## src/design/mie_map.svh

```systemverilog
// Constants for the instruction execution datapath
`ifndef MIE_MAP_SVH
`define MIE_MAP_SVH
`define MIE_BYTE_ZERO 8'h00
`define MIE_BYTE_ONE 8'h01
`define MIE_NIB_NINE 4'h9
`define MIE_NIB_SIX 4'h6
`define MIE_FLAG_RST 6'h00
`define MIE_WREG_RST 8'h00
`define MIE_TBL_RST 8'h00
`define MIE_PADDR_RST 16'h0000
`define MIE_LAST_PAGE 8'hff
`define MIE_DUMMY_CYC 1'b1
`endif

```

## src/design/mie_pkg.sv

```systemverilog
// Types of the instruction execution datapath
`default_nettype none
package mie_pkg;
   typedef enum logic [4:0] {
      MIE_OP_NOP       = 5'h00,
      MIE_OP_NIB_SWAP  = 5'h01,
      MIE_OP_SKZ       = 5'h02,
      MIE_OP_SKZA      = 5'h03,
      MIE_OP_SKZBIT    = 5'h04,
      MIE_OP_TRD_PAGE  = 5'h05,
      MIE_OP_TRD_LAST  = 5'h06,
      MIE_OP_ITRD_PAGE = 5'h07,
      MIE_OP_ITRD_LAST = 5'h08,
      MIE_OP_XOR       = 5'h09,
      MIE_OP_XOR_IMM   = 5'h0a,
      MIE_OP_ADC       = 5'h0b,
      MIE_OP_ADD       = 5'h0c,
      MIE_OP_AND       = 5'h0d,
      MIE_OP_CLR       = 5'h0e,
      MIE_OP_CLRBIT    = 5'h0f,
      MIE_OP_CPL       = 5'h10,
      MIE_OP_DAA       = 5'h11,
      MIE_OP_DEC       = 5'h12,
      MIE_OP_INC       = 5'h13,
      MIE_OP_MOV       = 5'h14
   } mie_op_t;

   typedef enum logic [0:0] {
      MIE_ST_EXEC  = 1'b0,
      MIE_ST_DUMMY = 1'b1
   } mie_state_t;

   typedef struct packed {
      logic sgn_res;
      logic signed_range;
      logic z;
      logic half_carry;
      logic c;
      logic cz;
   } mie_flags_t;

   typedef struct packed {
      mie_op_t    op;
      logic       to_mem;
      logic [2:0] bit_sel;
      logic [7:0] imm;
   } mie_instr_t;

   typedef struct packed {
      logic       we;
      logic [7:0] wdata;
   } mie_mem_wr_t;

   typedef struct packed {
      mie_state_t  st;
      logic [7:0]  wreg;
      mie_flags_t  flags;
      logic [7:0]  tbl_lo;
      logic [7:0]  tbl_hi;
      logic [7:0]  tbl_hi_latch;
      mie_mem_wr_t dwr;
      logic        skip;
      logic        pm_rd;
      logic [15:0] pm_addr;
   } mie_state_reg_t;
endpackage : mie_pkg
`default_nettype wire

```

## src/design/mie_exec.sv

```systemverilog
// Instruction execution datapath for the 8-bit core
// What this block does
// - Nibble swap into working register, memory untouched
// - Zero-test skip rewrites byte, skips on zero
// - Copy byte to working register, skip on zero
// - Skip when selected memory bit is zero
// - Basic skips take two cycles
// - Page table read: low to memory, high latched
// - Last-page table read uses pointer low only
// - Increment pointer low, then page table read
// - Increment pointer low, then last-page read
// - XOR with memory, destination by variant, zero flag
// - Immediate XOR into working register, zero flag
// - Extended access uses full address, no bank
// - Add with carry updates five arithmetic flags
// - Add without carry, same five flags
// - AND with memory, zero flag only
// - Clear byte or bit, no flags
// - Invert byte, destination by variant, zero flag
// - Decimal adjust working register into memory
// - Decimal adjust alters only carry
// - Decrement memory, destination by variant, zero flag
// - Increment memory, destination by variant, zero flag
// - Move memory byte to working register
//
// Local design decisions: the address-and-strobe port and the placing of the registers.
`default_nettype none
`include "mie_map.svh"
module mie_exec #(
   parameter int DADDR_W = 9,
   parameter int PADDR_W = 16
) (
   input  wire logic                  mclk,
   input  wire logic                  rst_n,
   input  wire logic                  clk_en,
   input  wire logic                  instr_valid,
   input  wire mie_pkg::mie_instr_t   instr,
   input  wire logic [DADDR_W-1:0]    instr_addr,
   input  wire logic [7:0]            mem_rdata,
   input  wire logic [15:0]           pm_rdata,
   input  wire logic                  tbl_lo_we,
   input  wire logic                  tbl_hi_we,
   input  wire logic [7:0]            tbl_wdata,
   output logic                       instr_ready,
   output logic [DADDR_W-1:0]         mem_addr,
   output logic                       mem_we,
   output logic [7:0]                 mem_wdata,
   output logic                       pm_rd,
   output logic [15:0]                pm_addr,
   output logic                       skip_next,
   output logic [7:0]                 working_register,
   output logic [7:0]                 table_pointer_low,
   output logic [7:0]                 table_pointer_high,
   output logic [7:0]                 table_high_latch,
   output mie_pkg::mie_flags_t        flags
);

   // ************************************************************
   // State
   // ************************************************************
   mie_pkg::mie_state_reg_t s_r;
   mie_pkg::mie_state_reg_t s_nxt;

   // ************************************************************
   // Arithmetic helpers
   // ************************************************************
   logic [7:0] m;
   logic [7:0] a;
   logic       cin;
   logic [4:0] lo_sum;
   logic [8:0] sum;
   logic       c6;
   logic [7:0] res;
   logic [7:0] daa_lo;
   logic [8:0] daa_sum;
   logic       lo_adj;
   logic       hi_adj;
   logic [7:0] tbl_inc;

   assign m = mem_rdata;
   assign a = s_r.wreg;
   // Carry is only folded in for the carry form
   assign cin = (instr.op == mie_pkg::MIE_OP_ADC) ? s_r.flags.c : 1'b0;
   assign lo_sum = {1'b0, a[3:0]} + {1'b0, m[3:0]} + {4'h0, cin};
   assign sum = {1'b0, a} + {1'b0, m} + {8'h00, cin};
   assign c6 = ({1'b0, a[6:0]} + {1'b0, m[6:0]}
                + {7'h00, cin}) >> 7 != 8'h00;
   assign lo_adj = (a[3:0] > `MIE_NIB_NINE) || s_r.flags.half_carry;
   assign daa_lo = lo_adj ? a + {4'h0, `MIE_NIB_SIX} : a;
   assign hi_adj = (daa_lo[7:4] > `MIE_NIB_NINE) || s_r.flags.c
                   || (lo_adj && (a[7:4] > daa_lo[7:4]));
   assign daa_sum = {1'b0, daa_lo}
                    + (hi_adj ? {1'b0, `MIE_NIB_SIX, 4'h0} : 9'h000);
   assign tbl_inc = s_r.tbl_lo + `MIE_BYTE_ONE;

   // ************************************************************
   // Next state
   // ************************************************************
   always_comb begin
      s_nxt = s_r;
      res = `MIE_BYTE_ZERO;
      s_nxt.dwr.we = 1'b0;
      s_nxt.dwr.wdata = `MIE_BYTE_ZERO;
      s_nxt.skip = 1'b0;
      s_nxt.pm_rd = 1'b0;
      if (tbl_lo_we) begin
         s_nxt.tbl_lo = tbl_wdata;
      end
      if (tbl_hi_we) begin
         s_nxt.tbl_hi = tbl_wdata;
      end
      if (s_r.st == mie_pkg::MIE_ST_DUMMY) begin
         // Dummy cycle while the skipped word is fetched
         s_nxt.st = mie_pkg::MIE_ST_EXEC;
      end else if (s_r.pm_rd) begin
         // Program word returns one cycle after the table address
         s_nxt.dwr.we = 1'b1;
         s_nxt.dwr.wdata = pm_rdata[7:0];
         s_nxt.tbl_hi_latch = pm_rdata[15:8];
      end else if (instr_valid) begin
         unique case (instr.op)
            mie_pkg::MIE_OP_NOP: begin
            end
            mie_pkg::MIE_OP_NIB_SWAP: begin
               s_nxt.wreg = {m[3:0], m[7:4]};
            end
            mie_pkg::MIE_OP_SKZ: begin
               s_nxt.dwr.we = 1'b1;
               s_nxt.dwr.wdata = m;
               s_nxt.skip = (m == `MIE_BYTE_ZERO);
               s_nxt.st = mie_pkg::MIE_ST_DUMMY;
            end
            mie_pkg::MIE_OP_SKZA: begin
               s_nxt.wreg = m;
               s_nxt.skip = (m == `MIE_BYTE_ZERO);
               s_nxt.st = mie_pkg::MIE_ST_DUMMY;
            end
            mie_pkg::MIE_OP_SKZBIT: begin
               s_nxt.skip = ~m[instr.bit_sel];
               s_nxt.st = mie_pkg::MIE_ST_DUMMY;
            end
            mie_pkg::MIE_OP_TRD_PAGE: begin
               s_nxt.pm_rd = 1'b1;
               s_nxt.pm_addr = {s_r.tbl_hi, s_r.tbl_lo};
            end
            mie_pkg::MIE_OP_TRD_LAST: begin
               s_nxt.pm_rd = 1'b1;
               s_nxt.pm_addr = {`MIE_LAST_PAGE, s_r.tbl_lo};
            end
            mie_pkg::MIE_OP_ITRD_PAGE: begin
               s_nxt.tbl_lo = tbl_inc;
               s_nxt.pm_rd = 1'b1;
               s_nxt.pm_addr = {s_r.tbl_hi, tbl_inc};
            end
            mie_pkg::MIE_OP_ITRD_LAST: begin
               s_nxt.tbl_lo = tbl_inc;
               s_nxt.pm_rd = 1'b1;
               s_nxt.pm_addr = {`MIE_LAST_PAGE, tbl_inc};
            end
            mie_pkg::MIE_OP_XOR, mie_pkg::MIE_OP_AND,
            mie_pkg::MIE_OP_CPL, mie_pkg::MIE_OP_DEC,
            mie_pkg::MIE_OP_INC: begin
               unique case (instr.op)
                  mie_pkg::MIE_OP_XOR: res = a ^ m;
                  mie_pkg::MIE_OP_AND: res = a & m;
                  mie_pkg::MIE_OP_CPL: res = ~m;
                  mie_pkg::MIE_OP_DEC: res = m - `MIE_BYTE_ONE;
                  default: res = m + `MIE_BYTE_ONE;
               endcase
               s_nxt.flags.z = (res == `MIE_BYTE_ZERO);
               if (instr.to_mem) begin
                  s_nxt.dwr.we = 1'b1;
                  s_nxt.dwr.wdata = res;
               end else begin
                  s_nxt.wreg = res;
               end
            end
            mie_pkg::MIE_OP_XOR_IMM: begin
               res = a ^ instr.imm;
               s_nxt.wreg = res;
               s_nxt.flags.z = (res == `MIE_BYTE_ZERO);
            end
            mie_pkg::MIE_OP_ADC, mie_pkg::MIE_OP_ADD: begin
               res = sum[7:0];
               s_nxt.flags.c = sum[8];
               s_nxt.flags.half_carry = lo_sum[4];
               s_nxt.flags.signed_range = sum[8] ^ c6;
               s_nxt.flags.z = (res == `MIE_BYTE_ZERO);
               // True sign of the sum, overflow folded in
               s_nxt.flags.sgn_res = ((sum[8] ^ c6) ? ~res[7] : res[7]);
               if (instr.to_mem) begin
                  s_nxt.dwr.we = 1'b1;
                  s_nxt.dwr.wdata = res;
               end else begin
                  s_nxt.wreg = res;
               end
            end
            mie_pkg::MIE_OP_CLR: begin
               s_nxt.dwr.we = 1'b1;
               s_nxt.dwr.wdata = `MIE_BYTE_ZERO;
            end
            mie_pkg::MIE_OP_CLRBIT: begin
               s_nxt.dwr.we = 1'b1;
               s_nxt.dwr.wdata = m & ~(`MIE_BYTE_ONE << instr.bit_sel);
            end
            mie_pkg::MIE_OP_DAA: begin
               s_nxt.dwr.we = 1'b1;
               s_nxt.dwr.wdata = daa_sum[7:0];
               // Carry is only ever set here so chained sums stay intact
               s_nxt.flags.c = s_r.flags.c | hi_adj | daa_sum[8];
            end
            mie_pkg::MIE_OP_MOV: begin
               s_nxt.wreg = m;
            end
            default: begin
            end
         endcase
      end
   end

   // ************************************************************
   // Registers
   // ************************************************************
   always_ff @(posedge mclk) begin
      if (!rst_n) begin
         s_r.st <= mie_pkg::MIE_ST_EXEC;
         s_r.wreg <= `MIE_WREG_RST;
         s_r.flags <= `MIE_FLAG_RST;
         s_r.tbl_lo <= `MIE_TBL_RST;
         s_r.tbl_hi_latch <= `MIE_TBL_RST;
         s_r.dwr <= '0;
         s_r.skip <= 1'b0;
         s_r.pm_rd <= 1'b0;
         s_r.pm_addr <= `MIE_PADDR_RST;
         s_r.tbl_hi <= `MIE_TBL_RST;
      end else if (clk_en) begin
         s_r <= s_nxt;
      end
   end

   // ************************************************************
   // Outputs
   // ************************************************************
   // Address is the instruction's full address, no bank bits added
   assign mem_addr = instr_addr;
   assign mem_we = s_r.dwr.we & clk_en;
   assign mem_wdata = s_r.dwr.wdata;
   assign pm_rd = s_r.pm_rd;
   assign pm_addr = s_r.pm_addr;
   assign skip_next = s_r.skip;
   assign instr_ready = (s_r.st == mie_pkg::MIE_ST_EXEC) && !s_r.pm_rd;
   assign working_register = s_r.wreg;
   assign table_pointer_low = s_r.tbl_lo;
   assign table_pointer_high = s_r.tbl_hi;
   assign table_high_latch = s_r.tbl_hi_latch;
   assign flags = s_r.flags;

endmodule : mie_exec
`default_nettype wire

```

## config.mk

```make
export PLATFORM = sky130hd
export DESIGN_NAME = mie_exec
export DESIGN_NICKNAME = d
export VERILOG_FILES = /design/src/design/mie_pkg.sv /design/src/design/mie_exec.sv
export VERILOG_INCLUDE_DIRS = /design/src /design/src/design
export SDC_FILE = /design/constraint.sdc
export NUM_CORES = 1
export LEC_CHECK = 0
export ABC_AREA = 1
export BUFFER_PORTS_ARGS = -buffer_cell sky130_fd_sc_hd__buf_2
export CAP_MARGIN = 5
export CORE_MARGIN = 2
export CORE_UTILIZATION = 40
export DETAILED_ROUTE_END_ITERATION = 16
export GPL_TIMING_DRIVEN = 0
export PLACE_DENSITY = 0.6
export RECOVER_POWER = 50
export SLEW_MARGIN = 40
export SYNTH_ARGS = -nofsm -noshare
export SYNTH_HDL_FRONTEND = slang
export SYNTH_SLANG_ARGS = --single-unit
```

## constraint.sdc

```tcl
create_clock -name mclk -period 5.6 [get_ports mclk]
set_input_delay 0.84 -clock mclk [delete_from_list [all_inputs] [get_ports mclk]]
set_output_delay 0.84 -clock mclk [all_outputs]
set_load 0.01 [all_outputs]
```

Word-level counts from Yosys, hierarchy flattened
Cells that the tools add are included.

Flip-flop bits (word level): 65. Input bits: 64. Output and inout port bits: 75. Logic and storage cells: 130.

$add $sub $neg: 11. $lt $le $gt $ge: 4. Equality and inequality tests: 22. Shift operators: 1. Muxes and demuxes: 36. Bitwise gates (word level): 14. Reduce and logical (&&, ||, !) cells: 27.

Operators with widths (number): $mux 8 (12); $pmux 17 s4 (1); $mux 27 (2); $pmux 9 s6 (1); $eq 5x4->1 const B (8); $pmux 8 s5 (1); $logic_not 8->1 (4); $pmux 8 s4 (1); $mux 14 (2); $mux 9 (3); $eq 5x5->1 const B (5); $eq 5x3->1 const B (4); $reduce_and 5->1 (4); $mux 18 (1); $add 8x1->8 const B (2); $and 8x8->8 (2); $not 8->8 (2); $xor 8x8->8 (2); $eq 5x2->1 const B (2); $add 8x7->9 (1); $add 8x8->9 (1); $add 9x1->9 (1); $add 7x7->8 (1); $add 8x1->8 (1); other kinds (33) (51).

Depth between registers and ports, before layout
Depth in word-level cells: 13. Mapped depth: 21. Gate-level depth less buffers: 21.

Least setup slack after synthesis
Ideal clock, no wire load.

Path kind: register to register. Start point: register s_r (netlist bit working_register[1]). End point: register s_r (netlist bit mem_wdata[6]). Library setup time: 0.132 ns. Data arrival time: 3.001 ns. Path slack: 2.466 ns. Cell stages (with the launch flop): 19. Buffers on the path: 0. Period minus slack after synthesis: 3.134 ns. Cells stage by stage: dfxtp_1 -> inv_1 -> ha_1 -> nor2_1 -> nand4_1 -> nand2_1 -> inv_1 -> ha_1 -> nand2_1 -> nor2_1 -> a21oi_1 -> nand2_1 -> nand3_1 -> ha_1 -> fa_1 -> a221oi_1 -> nand3_1 -> nand2_1 -> a21oi_1.

Word-level cells in the longest chain between the ends: 12. Elaborated cells on any way between the ends: 18. Those cells by class: add/sub (4); order compare (3); mux (7); reduce/logical (4).

RTL lines: start: declaration (RTL line mie_exec.sv:61) `mie_pkg::mie_state_reg_t s_r;`; start signal: assignment (RTL line mie_exec.sv:237) `s_r <= s_nxt;`; parallel branches: the longest is 8 deep, another holds $add 8x7->9; $pmux 9 s6 * (RTL line mie_exec.sv:121) `unique case (instr.op)`; $mux 27 * (RTL line mie_exec.sv:120) `end else if (instr_valid) begin`; $mux 9 * (RTL line mie_exec.sv:115) `end else if (s_r.pm_rd) begin`; $mux 27 * (RTL line mie_exec.sv:112) `if (s_r.st == mie_pkg::MIE_ST_DUMMY) begin`.

Mark *: on every way between the ends. A chain may end at the register's enable or synchronous reset.

Worst setup path after layout
Ends and elaborated chain as after synthesis.

==> results.sh <==
export IMPL_run_status="finished clean"
export IMPL_arrival_ps=4140
export IMPL_synth_warnings=0
export IMPL_drt_vias_per_instance=5.129
export IMPL_synth_area_sq_um=5673
export IMPL_die_y_um=123.1
export IMPL_syn_num_nets=984
export IMPL_drive_gt1_share_pct=21.17
export IMPL_fin_skew_ps=5.101
export IMPL_post_cts_buffers=0
export IMPL_layout_cells_non_filler=1219
export IMPL_drt_first_pass_iters=5
export IMPL_leakagePower_nw=3.399
export IMPL_clock_sinks=65
export IMPL_synth_xor_area_share_pct=2.779
export IMPL_holdBufCountCts=0
export IMPL_yosys_area_share_simple_pct=32.58
export IMPL_first_iter_violations=555
export IMPL_io_pins=139
export IMPL_tightest_slew_ps=722.4
export IMPL_io_buffers=128
export IMPL_synth_ff_type="dfxtp_1"
export IMPL_worst_setup_path_end_kind="register"
export IMPL_setup_viol=0
export IMPL_grt_pass1_vias=5643
export IMPL_numCtsBuffers=9
export IMPL_final_util_pct=48.94
export IMPL_synth_seq_cells=65
export IMPL_clk_pin_slew_ps=60
export IMPL_synth_edf_count=0
export IMPL_crit_path_cell_trace="inv_1, ha_1, nor2_1, nand4_1, nand2_1, inv_1, ha_1, nand2_1, nor2_1, a21oi_1, nand2_1, nand3_1, ha_1, fa_1, a221oi_1, nand3_1, nand2_1, a21oi_1"
export IMPL_fin_crit_sh_pct=70.59
export IMPL_grt_ovfl_total=0
export IMPL_die_w_um=123.1
export IMPL_area_delta_synth_final_pct=19.74
export IMPL_min_path_type="reg -> reg"
export IMPL_cp_required_ps=5790
export IMPL_diodes=0
export IMPL_fillCellCount=1541
export IMPL_gp_congestion=1.039
export IMPL_crit_fanout=6
export IMPL_fin_area_sq_um=6793
export IMPL_cts_root_buf="clkbuf_16"
export IMPL_num_rows=43
export IMPL_crit_top_cell="nand2_1"
export IMPL_finalHoldViolations=0
export IMPL_wl_per_cell_um=15.92
export IMPL_synth_top_family_by_area="simple AND/OR/NAND/NOR gates"
export IMPL_htree_levels=3
export IMPL_hold_slack_ps=478.5
export IMPL_drtAntennaViolNets=0
export IMPL_power_density_nw_per_um2=204.5
export IMPL_grt_max_degree=13
export IMPL_ys_async_sr_fraction_pct=0
export IMPL_slew_violations=0
export IMPL_fin_tns_setup_ps=0
export IMPL_core_area_sq_um=13880
export IMPL_rsz0062_at_grt="false"
export IMPL_critPathTopFamily="adder cells"
export IMPL_avgSynthCellArea_sq_um=6.338
export IMPL_cts_resized_gates=0
export IMPL_route_detailed_drc=0
export IMPL_synth_adder_area_share_pct=6.043
export IMPL_synth_cells=895
export IMPL_start_util_pct=40.87
export IMPL_ys_types=50
export IMPL_relSlewSlack_pct=51.66
export IMPL_cts_tree="built"
export IMPL_critPathBufInv=2
export IMPL_track_usage_pct=26.30
export IMPL_max_stage_delay_ps=560
export IMPL_synth_area_mux_share_pct=0
export IMPL_antenna_found_initial=0
export IMPL_clk_latency_ps=330
export IMPL_crit_type="reg -> reg"
export IMPL_cpMaxStageDelayCell="fa_1"
export IMPL_dpl_hpwl_um=15710
export IMPL_final_nets=1123
export IMPL_fmaxAchievable_ghz=0.2530
export IMPL_ys_seq_area_share_pct=22.94
export IMPL_synth_compound_area_share_pct=17.80
export IMPL_placed_cell_area_sq_um=6539
export IMPL_cap_violations=0
export IMPL_via_count=6252
export IMPL_start_kind="register"
export IMPL_dp_cells=1203
export IMPL_period_needed_ps=3953
export IMPL_clk_path_buf_depth=2
export IMPL_routed_wl_um=19410
export IMPL_grt_pass1_wl_um=30530
export IMPL_die_area_sq_um=15150
export IMPL_peakVddDrop_uv=120.8
final timing paths:
kind	to	cells after the start	startpoint	slack (ps)
hold / removal	skip_next	2	skip_next	480
setup / recovery	mem_wdata[6]	18	working_register[1]	1650
setup reg to reg	mem_wdata[6]	18	working_register[1]	1650
hold reg to reg	skip_next	2	skip_next	480
state kept, by name, indices dropped and copies added (netlist names):
signal and flops:
skip_next 1, pm_addr 16, working_register 8, mem_wdata 8, pm_rd 1, table_high_latch 8
table_pointer_high 8, table_pointer_low 8, flags 5, s_r 2
synth_stat cells, types with 7 or more instances:
master	n	area share [%]
nand2_1	189	13
nand4_1	15	1.7
a21oi_1	50	4.4
a22o_1	7	1.1
nor2_1	117	7.7
a22oi_1	10	1.3
inv_2	20	1.3
o21ai_1	29	2.6
dfxtp_1	65	23
xor2_1	14	2.2
ha_1	21	4.6
a31oi_1	9	0.99
buf_4	74	9.8
nand3_1	69	6.1
o21ai_0	36	3.2
clkbuf_1	8	0.53
nor3_1	13	1.1
inv_1	86	5.7
final cells by class:
cell class                 instances  area [sq um]  area share (%)
multi-input combinational        638          3362           49.49
buffer                            86         611.8           9.007
clock buffer                      11         252.7           3.721
sequential                        65          1301           19.16
tap                              180         225.2           3.316
clock inverter                     5         61.31          0.9026
timing repair buffer             128         580.6           8.547
inverter                         106         397.9           5.857
through the flow:
step	setup slack (ps)	total power, W
floorplan	2466	0.0006980
global placement	1761	0.0008117
detailed placement	1710	0.0008115
CTS	1709	0.001399
global route	1290	0.001460
finish	1647	0.001389
tightest hold or removal path: cells and delay by family (launching register included):
family | cells | cell delay [ps]
DFF | 1 | 310
and+or+nand+nor | 1 | 60
AOI/OAI and AO/OA | 1 | 60
routing by layer:
metal,global-route usage (%),part of all wire (%),vias up,wire length [um]
li1,-,-,3173,-
met1,39.33,49,2794,9453
met2,39.81,42,259,8245
met3,2.768,7.1,26,1371
met4,7.386,1.7,0,337
met5,0,0,-,0
kinds of logic after synthesis:
family | count (synthesis)
XOR/XNOR | 18
adder cells (fa/ha/maj) | 25
flip-flops | 65
AO/OA/AOI/OAI | 166
AND/OR/NAND/NOR | 428
buffers and inverters | 192
other | 1
cell usage in the layout, fill, tap and decap left out, types with 13 or more instances in the layout:
master      n
inv_2      20
nand4_1    15
buf_4      60
nand2_1   189
a21oi_1    50
nor2_1    117
clkbuf_1   56
ha_1       21
xor2_1     14
dfxtp_1    65
o21ai_1    29
buf_2      83
o21ai_0    36
inv_1      86
clkbuf_4   14
nand3_1    69
nor3_1     13
power by group:
group	internal (W)	leakage [nW]	switching (W)
logic	0.000114	2.71	0.000190
clock network	0.000372	0.157	0.000214
registers	0.000478	0.528	0.0000206
total	0.000965	3.40	0.000425
Power figures use the tool's default switching activity.
